File: src/pkg/rls_pkg.sv
// Package for the remote I/O link status supervisor.
// Assumes a single pclk domain at 20 MHz and an APB register port.
package rls_pkg;
  // ==========================================================
  // Clock and timing
  localparam int unsigned CLK_HZ          = 20000000;
  localparam int unsigned TICK_MS         = 1;
  localparam int unsigned TICK_CYC        = (CLK_HZ / 1000) * TICK_MS;
  localparam int unsigned TMO_MIN_MS      = 400;
  localparam int unsigned TMO_MAX_MS      = 25500;
  localparam int unsigned TMO_DEF_MS      = 1000;
  localparam int unsigned PER_MIN_MS      = 100;
  localparam int unsigned PER_MAX_MS      = 25500;
  localparam int unsigned PER_DEF_MS      = 1000;
  // ==========================================================
  // Register offsets
  localparam logic [7:0] OFS_STATUS   = 8'h00;
  localparam logic [7:0] OFS_CTRL     = 8'h04;
  localparam logic [7:0] OFS_TIMEOUT  = 8'h08;
  localparam logic [7:0] OFS_PERIOD   = 8'h0c;
  localparam logic [7:0] OFS_IRQ_STAT = 8'h10;
  localparam logic [7:0] OFS_IRQ_MASK = 8'h14;
  localparam logic [7:0] OFS_OUTDEF   = 8'h18;
  localparam logic [7:0] OFS_NODE     = 8'h1c;
  localparam logic [7:0] OFS_INPUTS   = 8'h20;
  // ==========================================================
  // Status word fields
  localparam int BIT_ABSENT    = 1;
  localparam int BIT_AWAIT     = 2;
  localparam int BIT_CLASS     = 3;
  localparam int BIT_FWOLD     = 4;
  localparam int BIT_LIFE      = 9;
  localparam int BIT_PUP       = 10;
  localparam int BIT_REFRESH   = 16;
  localparam logic [16:0] STATUS_RST = 17'h00000;
  // Control fields.
  localparam int CTRL_PERIODIC = 0;
  localparam int CTRL_INPOL    = 1;
  // Interrupt event bits.
  localparam int EV_ABSENT  = 0;
  localparam int EV_LIFE    = 1;
  localparam int EV_PUP     = 2;
  localparam int EV_REFDONE = 3;
  localparam int EV_TMO     = 4;
  localparam int EV_W       = 5;
  localparam logic [7:0] NODE_MIN = 8'h01;
  localparam logic [7:0] NODE_MAX = 8'hfd;

  typedef struct packed {
    logic       present;
    logic       configured;
    logic       class_ok;
    logic       fw_ok;
    logic       life_lost;
    logic       pup_reconf;
    logic       frame_rx;
    logic [7:0] inputs;
  } rls_link_t;

  typedef struct packed {
    logic [7:0] hold;
    logic [7:0] override;
  } rls_outdef_t;
endpackage

File: src/rls_ms_timer.sv
// Millisecond countdown timer with a programmable reload in milliseconds.
// Assumes a one-cycle tick input of one millisecond.
`timescale 1ns/10ps
module rls_ms_timer #(
  parameter int unsigned MAX_MS = 25500
) (
  input  wire logic        pclk,
  input  wire logic        presetn,
  input  wire logic        en,
  input  wire logic        ms_tick,
  input  wire logic        restart,
  input  wire logic [15:0] reload_ms,
  output logic             expired
);
  import rls_pkg::*;
  logic [15:0] cnt_r;

  initial begin
    if (MAX_MS > 65535) $error("rls_ms_timer: MAX_MS too large.");
  end

  // ==========================================================
  // Counter
  always_ff @(posedge pclk or negedge presetn) begin
    if (!presetn) begin
      cnt_r   <= 16'h0000;
      expired <= 1'b0;
    end else if (en) begin
      expired <= 1'b0;
      if (restart) begin
        cnt_r <= reload_ms;
      end else if (ms_tick && cnt_r != 16'h0000) begin
        cnt_r <= cnt_r - 16'h0001;
        if (cnt_r == 16'h0001) begin
          expired <= 1'b1;
        end
      end
    end
  end
endmodule

File: src/rls_apb_regs.sv
// APB slave decode for the supervisor register file.
// Assumes zero-wait answers; the owner supplies read data.
`timescale 1ns/10ps
module rls_apb_regs (
  input  wire logic       psel,
  input  wire logic       penable,
  input  wire logic       pwrite,
  input  wire logic [7:0] paddr,
  output logic            pready,
  output logic            pslverr,
  output logic            wr_stb,
  output logic            rd_stb,
  output logic            hit
);
  import rls_pkg::*;
  // ==========================================================
  // Decode
  always_comb begin
    hit = (paddr[1:0] == 2'h0) && (paddr <= OFS_INPUTS);
    pready  = psel && penable;
    pslverr = psel && penable && !hit;
    wr_stb  = psel && penable && pwrite && hit;
    rd_stb  = psel && penable && !pwrite && hit;
  end
endmodule

File: src/rls_supervisor.sv
// Remote I/O link status supervisor: status word, timeouts, refresh, output defaults.
// Assumes a link engine outside that reports module condition and sends frames.
`timescale 1ns/10ps
module rls_supervisor #(
  parameter int unsigned TICK_CYCLES = rls_pkg::TICK_CYC
) (
  input  wire logic                pclk,
  input  wire logic                presetn,
  input  wire logic                clk_en,
  input  wire logic                psel,
  input  wire logic                penable,
  input  wire logic                pwrite,
  input  wire logic [7:0]          paddr,
  input  wire logic [31:0]         pwdata,
  output logic [31:0]              prdata,
  output logic                     pready,
  output logic                     pslverr,
  input  wire rls_pkg::rls_link_t  link_in,
  input  wire logic                send_done,
  output logic                     send_req,
  output logic [7:0]               out_data,
  output logic                     out_stopped,
  output logic                     irq
);
  import rls_pkg::*;

  logic        wr_stb;
  logic        rd_stb;
  logic        hit;
  logic [16:0] status_r;
  logic [1:0]  ctrl_r;
  logic [7:0]  tmo_r;
  logic [7:0]  per_r;
  logic [EV_W-1:0] ev_stat_r;
  logic [EV_W-1:0] ev_mask_r;
  rls_outdef_t outdef_r;
  logic [7:0]  node_r;
  logic [7:0]  outs_r;
  logic [7:0]  last_in_r;
  logic [15:0] tick_cnt_r;
  logic        ms_tick;
  logic        tmo_exp;
  logic        per_exp;
  logic        tmo_hit_r;
  logic        absent_prev_r;
  logic        input_send_r;
  logic        node_ok;
  logic [EV_W-1:0] ev_now;
  logic        tmo_wr_r;
  logic        per_wr_r;
  logic        status_wr;

  initial begin
    if (TICK_CYCLES < 1 || TICK_CYCLES > 65535) $error("rls_supervisor: bad TICK_CYCLES.");
  end

  function automatic logic [15:0] tenths_to_ms(input logic [7:0] tenths, input int unsigned min_ms);
    logic [15:0] ms;
    ms = 16'(tenths) * 16'd100;
    if (ms < 16'(min_ms)) begin
      ms = 16'(min_ms);
    end
    return ms;
  endfunction

  // ==========================================================
  // Bus slave
  rls_apb_regs u_apb (
    .psel    (psel),
    .penable (penable),
    .pwrite  (pwrite),
    .paddr   (paddr),
    .pready  (pready),
    .pslverr (pslverr),
    .wr_stb  (wr_stb),
    .rd_stb  (rd_stb),
    .hit     (hit)
  );

  always_ff @(posedge pclk or negedge presetn) begin
    if (!presetn) begin
      prdata <= 32'h00000000;
    end else if (clk_en && rd_stb) begin
      // Captured at the access edge, so software sees the word from the next cycle on.
      case (paddr)
        OFS_STATUS:   prdata <= {15'h0000, status_r};
        OFS_CTRL:     prdata <= {30'h00000000, ctrl_r};
        OFS_TIMEOUT:  prdata <= {24'h000000, tmo_r};
        OFS_PERIOD:   prdata <= {24'h000000, per_r};
        OFS_IRQ_STAT: prdata <= {27'h0000000, ev_stat_r};
        OFS_IRQ_MASK: prdata <= {27'h0000000, ev_mask_r};
        OFS_OUTDEF:   prdata <= {16'h0000, outdef_r};
        OFS_NODE:     prdata <= {23'h000000, node_ok, node_r};
        OFS_INPUTS:   prdata <= {16'h0000, outs_r, last_in_r};
        default:      prdata <= 32'h00000000;
      endcase
    end
  end

  // ==========================================================
  // Configuration registers
  always_ff @(posedge pclk or negedge presetn) begin
    if (!presetn) begin
      ctrl_r    <= 2'h0;
      tmo_r     <= 8'(TMO_DEF_MS / 100);
      per_r     <= 8'(PER_DEF_MS / 100);
      ev_mask_r <= '0;
      outdef_r  <= '0;
      node_r    <= NODE_MIN;
      outs_r    <= 8'h00;
    end else if (clk_en && wr_stb) begin
      case (paddr)
        OFS_CTRL:     ctrl_r    <= pwdata[1:0];
        OFS_TIMEOUT:  tmo_r     <= pwdata[7:0];
        OFS_PERIOD:   per_r     <= pwdata[7:0];
        OFS_IRQ_MASK: ev_mask_r <= pwdata[EV_W-1:0];
        OFS_OUTDEF:   outdef_r  <= pwdata[15:0];
        OFS_NODE:     node_r    <= pwdata[7:0];
        OFS_INPUTS:   outs_r    <= pwdata[15:8];
        default:      ;
      endcase
    end
  end

  // Identifiers outside the legal range are flagged so software sees its mistake.
  assign node_ok = (node_r >= NODE_MIN) && (node_r <= NODE_MAX);

  // Shared decode of a status word write, used by the checks.
  assign status_wr = wr_stb && (paddr == OFS_STATUS);

  // ==========================================================
  // Timebase and timers
  assign ms_tick = (tick_cnt_r == 16'(TICK_CYCLES - 1));

  always_ff @(posedge pclk or negedge presetn) begin
    if (!presetn) begin
      tick_cnt_r <= 16'h0000;
    end else if (clk_en) begin
      tick_cnt_r <= ms_tick ? 16'h0000 : tick_cnt_r + 16'h0001;
    end
  end

  // Restarting on the write edge itself would load the previous reload value, so the restart follows a cycle later.
  always_ff @(posedge pclk or negedge presetn) begin
    if (!presetn) begin
      tmo_wr_r <= 1'b0;
      per_wr_r <= 1'b0;
    end else if (clk_en) begin
      tmo_wr_r <= wr_stb && (paddr == OFS_TIMEOUT);
      per_wr_r <= wr_stb && ((paddr == OFS_PERIOD) || (paddr == OFS_CTRL));
    end
  end

  rls_ms_timer #(.MAX_MS(TMO_MAX_MS)) u_tmo (
    .pclk      (pclk),
    .presetn   (presetn),
    .en        (clk_en),
    .ms_tick   (ms_tick),
    .restart   (link_in.frame_rx || tmo_hit_r || tmo_wr_r),
    .reload_ms (tenths_to_ms(tmo_r, TMO_MIN_MS)),
    .expired   (tmo_exp)
  );

  rls_ms_timer #(.MAX_MS(PER_MAX_MS)) u_per (
    .pclk      (pclk),
    .presetn   (presetn),
    .en        (clk_en),
    .ms_tick   (ms_tick),
    .restart   (per_exp || per_wr_r || (tick_cnt_r == 16'h0000 && input_send_r)),
    .reload_ms (tenths_to_ms(per_r, PER_MIN_MS)),
    .expired   (per_exp)
  );

  // ==========================================================
  // Status word
  always_ff @(posedge pclk or negedge presetn) begin
    if (!presetn) begin
      status_r  <= STATUS_RST;
      tmo_hit_r <= 1'b0;
    end else if (clk_en) begin
      tmo_hit_r <= tmo_exp;
      status_r[BIT_ABSENT] <= !link_in.present || tmo_exp;
      status_r[BIT_AWAIT]  <= link_in.present && !link_in.configured;
      status_r[BIT_CLASS]  <= link_in.present && !link_in.class_ok;
      status_r[BIT_FWOLD]  <= link_in.present && !link_in.fw_ok;
      status_r[0]     <= 1'b0;
      status_r[8:5]   <= 4'h0;
      status_r[15:11] <= 5'h00;
      // A write of one clears a sticky bit, but a new event in that cycle wins.
      if (link_in.life_lost || tmo_exp) begin
        status_r[BIT_LIFE] <= 1'b1;
      end else if (wr_stb && paddr == OFS_STATUS && pwdata[BIT_LIFE]) begin
        status_r[BIT_LIFE] <= 1'b0;
      end
      if (link_in.pup_reconf) begin
        status_r[BIT_PUP] <= 1'b1;
      end else if (wr_stb && paddr == OFS_STATUS && pwdata[BIT_PUP]) begin
        status_r[BIT_PUP] <= 1'b0;
      end
      if (wr_stb && paddr == OFS_STATUS && pwdata[BIT_REFRESH]) begin
        status_r[BIT_REFRESH] <= 1'b1;
      end else if (send_done) begin
        status_r[BIT_REFRESH] <= 1'b0;
      end
    end
  end

  // Refresh is requested as a level until the link engine reports all outputs sent.
  assign send_req = status_r[BIT_REFRESH];

  // ==========================================================
  // Input update method
  always_ff @(posedge pclk or negedge presetn) begin
    if (!presetn) begin
      last_in_r    <= 8'h00;
      input_send_r <= 1'b0;
    end else if (clk_en) begin
      last_in_r <= link_in.inputs;
      if (ctrl_r[CTRL_PERIODIC]) begin
        input_send_r <= per_exp;
      end else begin
        input_send_r <= (link_in.inputs != last_in_r);
      end
    end
  end

  // ==========================================================
  // Output defaults on communication loss
  always_ff @(posedge pclk or negedge presetn) begin
    if (!presetn) begin
      out_stopped <= 1'b0;
      out_data    <= 8'h00;
    end else if (clk_en) begin
      if (tmo_exp || link_in.life_lost) begin
        out_stopped <= 1'b1;
      end else if (link_in.frame_rx) begin
        out_stopped <= 1'b0;
      end
      if (out_stopped) begin
        // Held bits keep their last value; the rest take the override pattern.
        out_data <= (out_data & outdef_r.hold) | (outdef_r.override & ~outdef_r.hold);
      end else begin
        out_data <= outs_r;
      end
    end
  end

  // ==========================================================
  // Interrupts
  always_comb begin
    ev_now = '0;
    ev_now[EV_ABSENT]  = status_r[BIT_ABSENT] && !absent_prev_r;
    ev_now[EV_LIFE]    = link_in.life_lost;
    ev_now[EV_PUP]     = link_in.pup_reconf;
    ev_now[EV_REFDONE] = send_done && status_r[BIT_REFRESH];
    ev_now[EV_TMO]     = tmo_exp;
  end

  always_ff @(posedge pclk or negedge presetn) begin
    if (!presetn) begin
      ev_stat_r     <= '0;
      absent_prev_r <= 1'b0;
    end else if (clk_en) begin
      absent_prev_r <= status_r[BIT_ABSENT];
      if (wr_stb && paddr == OFS_IRQ_STAT) begin
        ev_stat_r <= (ev_stat_r & ~pwdata[EV_W-1:0]) | ev_now;
      end else begin
        ev_stat_r <= ev_stat_r | ev_now;
      end
    end
  end

  assign irq = |(ev_stat_r & ev_mask_r);
endmodule

File: config.mk
export PLATFORM = sky130hd
export DESIGN_NAME = rls_supervisor
export DESIGN_NICKNAME = d
export VERILOG_FILES = /design/src/pkg/rls_pkg.sv /design/src/rls_ms_timer.sv /design/src/rls_apb_regs.sv /design/src/rls_supervisor.sv
export SDC_FILE = /design/constraint.sdc
export NUM_CORES = 1
export LEC_CHECK = 0
export CORE_MARGIN = 1.5
export CORE_UTILIZATION = 30
export CTS_CLUSTER_SIZE = 28
export DETAILED_ROUTE_END_ITERATION = 10
export DONT_BUFFER_PORTS = 1
export GPL_TIMING_DRIVEN = 1
export HOLD_SLACK_MARGIN = 0.05
export PLACE_DENSITY = 0.54
export SYNTH_ARGS = -nofsm -noshare
export SYNTH_HDL_FRONTEND = slang
export SYNTH_SLANG_ARGS = --single-unit
File: constraint.sdc
create_clock -name pclk -period 4.7 [get_ports pclk]
set_input_delay 0.705 -clock pclk [delete_from_list [all_inputs] [get_ports pclk]]
set_output_delay 0.705 -clock pclk [all_outputs]
set_load 0.01 [all_outputs]
==> flow_summary.toml <==
[layout]
fin_nets = 791
synthToLayoutAreaGrowth_pct = 12.9
final_layout_size_suffix_gt1_share_pct = 17.7
fillCellCount = 2447
antenna_cells = 0

[hold_path]
min_path_type = "in2async"

[synth]
syn_area_per_cell_sq_um = 10.6
synth_area_leaders = "dfrtp_1 (45%), mux2_2 (9.7%), ha_1 (5.2%)"
async_flop_share_pct = 100
ys_seq_area_share_pct = 46.3
synthCells = 696
synth_area_leader_cell = "dfrtp_1"
ys_types = 72
synth_compound_area_share_pct = 15.2
ys_seq_elements = 137
synthAdderAreaFrac_pct = 6.04
synth_top_family_by_area = "compound AO/OA/AOI/OAI gates"
synth_warnings = 0
synth_area_sq_mm = 0.00741
netlist.area_leader.share_pct = 44.6
synth.mux.area_fraction_pct = 10.5
synth-main-ff-cell = "dfrtp_1"
yosys.area_share.simple_pct = 15.0
synth_edf_count = 0
post_synth_xor_area_fraction_pct = 2.60

[grt]
grt_max_degree = 133
grt_pass1_vias = 5291
grt_pass1_wl_um = 29800
grt_antenna_before_repair = 1
overflow = 0
grt_usage_pct = 14.8

[die]
die_w_um = 160
rows = 57
start_util_pct = 30.6
die_h_um = 160
io_pins = 107
die_area_sq_mm = 0.0257
core_area_sq_mm = 0.0242

[clock_network]
cts_tree = "done"
clk_path_buf_depth = 2
clk_latency_ps = 420
cts-root-buf = "clkbuf_16"
post_cts_buffers = 0
cts_buffers = 17
htree_levels = 4
clkSinkCount = 137
path_clk_slew_ps = 60
post_cts_resized = 0
hold_buffers = 1

[placed_design]
post-dp-hpwl_um = 13100
gp_congestion = 0.805
port-buffer-count = 0
place_ws_ps = 886

[setup_path]
r2r_cells = 12
crit_type = "reg2reg"
endpoint_kind = "register"
crit_required_ps = 4990
critical_path.max_fanout = 6
critical-path-max-stage-delay_ps = 580
start_kind = "register"
cp_common_cell = "ha_1"
reg2reg_from = "tmo_r[3]"
ff2ff_setup_slack_ps = 850
timing.rr.end = "u_tmo.cnt_r[6]"
slowest_stage = "dfstp_2"
critical_path_arrival_ps = 4150
worstPathCellList = "ha_1, ha_1, inv_1, fa_1, inv_1, ha_1, and3_1, a221oi_2, xnor2_1, nor4b_1, a31oi_1, a311o_1"

[detailed_routing]
drc_errors = 0
wl_per_cell_um = 18.0
drtIter0Drc = 357
postRouteAntennaNets = 0
viasPerCell = 5.23
first_pass_iters = 5
drt-total-wl_um = 18600
num_vias = 5401

[timing]
post-route-period-util_pct = 82.0
timing.final.ws_setup_ps = 848
slew_violations = 0
clock_skew_ps = 13.6
post-route-min-period_ps = 3850
relSlewSlack_pct = 29.0
max_clock_freq_mhz = 260
tightest_slew_ps = 1050
finalHoldViolCount = 0
rsz0062_at_grt = "no"
fin_setup_tns_ps = 0
final-setup-viol-count = 0

[power_and_ir_drop]
max-vdd-ir-drop_mv = 0.233
cellPowerDensity_mw_per_mm2 = 365
p_leak_nw = 3.65

[outcome]
status = "finished, final reports clean"

[run]
drv_cap = 0
-- routing by layer --
metal  wire (um)  track usage [%]  part of all wire, %
met1        8690             19.8                   47
met4         137             3.91                 0.74
met5          13                0                0.070
met2        9000             24.2                   48
met3         769             2.96                  4.1
-- worst max-delay path by stage --
stage / endpoint / startpoint
2_1_floorplan: u_tmo.cnt_r[3] / tmo_r[3]
3_3_place_gp: u_tmo.cnt_r[3] / tmo_r[3]
3_5_place_dp: u_tmo.cnt_r[6] / tmo_r[3]
4_1_cts: u_tmo.cnt_r[6] / tmo_r[3]
5_1_grt: u_tmo.cnt_r[6] / tmo_r[3]
6_report: u_tmo.cnt_r[6] / tmo_r[3]
-- layout by cell type (no fill, tap or decap), drive strengths merged, types with 10 or more instances in the layout --
cell type / instances
dfrtp: 132
mux2: 64
nor2: 64
nand2: 48
a21oi: 32
ha: 31
o21ai: 25
inv: 24
clkbuf: 18
nand3: 16
a31oi: 16
conb: 15
a22oi: 14
nand2b: 13
xnor2: 13
nand4: 12
o31ai: 10
o22ai: 10
nor3: 10
-- registers in the layout, summed over array words and instances (netlist names), named ones only --
signal         cells
node_r             8
tmo_wr_r           1
out_stopped        1
per_r              8
ev_stat_r          5
last_in_r          8
absent_prev_r      1
outdef_r          16
outs_r             8
ev_mask_r          5
ctrl_r             2
tmo_hit_r          1
tick_cnt_r        16
u_tmo.cnt_r       16
status_r           7
prdata            17
tmo_r              8
u_tmo.expired      1
-- kinds of logic (layout without fill, tap and decap cells) --
family / count (synthesis) / count (layout)
fa+ha+maj: 34 / 34
mux: 70 / 70
xor+xnor: 22 / 22
buf+inv: 63 / 61
compound gates: 161 / 161
simple gates: 208 / 208
other cells: 1 / 15
flops: 137 / 137
-- cells in the mapped netlist, types with 6 or more instances --
| cell | instances |
|---|---|
| nor2_1 | 61 |
| a31oi_1 | 16 |
| ha_1 | 31 |
| a22oi_1 | 14 |
| and3_1 | 8 |
| inv_1 | 21 |
| a21oi_1 | 32 |
| xnor2_1 | 13 |
| mux2i_1 | 6 |
| nor3_1 | 7 |
| buf_2 | 6 |
| clkbuf_1 | 14 |
| xor2_1 | 9 |
| o21ai_0 | 24 |
| a221oi_1 | 6 |
| nand4_1 | 12 |
| dfrtp_1 | 132 |
| o22ai_1 | 10 |
| nand2_1 | 48 |
| nand3_1 | 16 |
| nand2b_1 | 13 |
| buf_4 | 18 |
| o31ai_1 | 10 |
| a22o_1 | 8 |
| mux2_2 | 64 |
| and2_1 | 6 |
-- critical path: cells and delay by family, from the launching register on --
kind | cells | cell delay (ps)
AND/OR/NAND/NOR | 2 | 600
AO/OA/AOI/OAI | 3 | 990
XOR/XNOR | 1 | 140
flip-flops | 1 | 580
adder cells (fa/ha/maj) | 4 | 1350
buffers and inverters | 2 | 90
-- area by class of cell --
class                           count  area (sq um)  area share [%]
Multi-Input combinational cell    510          3720            44.5
Sequential cell                   137          3430            41.0
Clock buffer                       18           429            5.13
Tap cell                          324           405            4.84
Clock inverter                     14           219            2.62
Timing Repair Buffer                8          80.1           0.957
Inverter                           21          78.8           0.942
-- report_power, final --
group / internal, W / total [W] / switching [W]
Clock: 0.000946 / 0.00147 / 0.000523
Combinational: 0.000102 / 0.000224 / 0.000122
Sequential: 0.00126 / 0.00136 / 0.0000985
-- per-stage QoR --
| step | hold slack (ps) | total power [W] | instances | instance area [sq um] | utilization [%] |
|---|---|---|---|---|---|
| floorplan | 409 | 0.00154 | 710 | 7460 | - |
| global placement | 413 | 0.00158 | 999 | 7690 | 31.7 |
| detailed placement | 412 | 0.00158 | 999 | 7690 | 31.7 |
| CTS | 114 | 0.00309 | 1032 | 8370 | 34.5 |
| global route | 107 | 0.00318 | 1032 | 8370 | 34.5 |
| finish | 134 | 0.00305 | 1032 | 8370 | 34.5 |
Note: power is estimated with default switching activity, not from simulation.
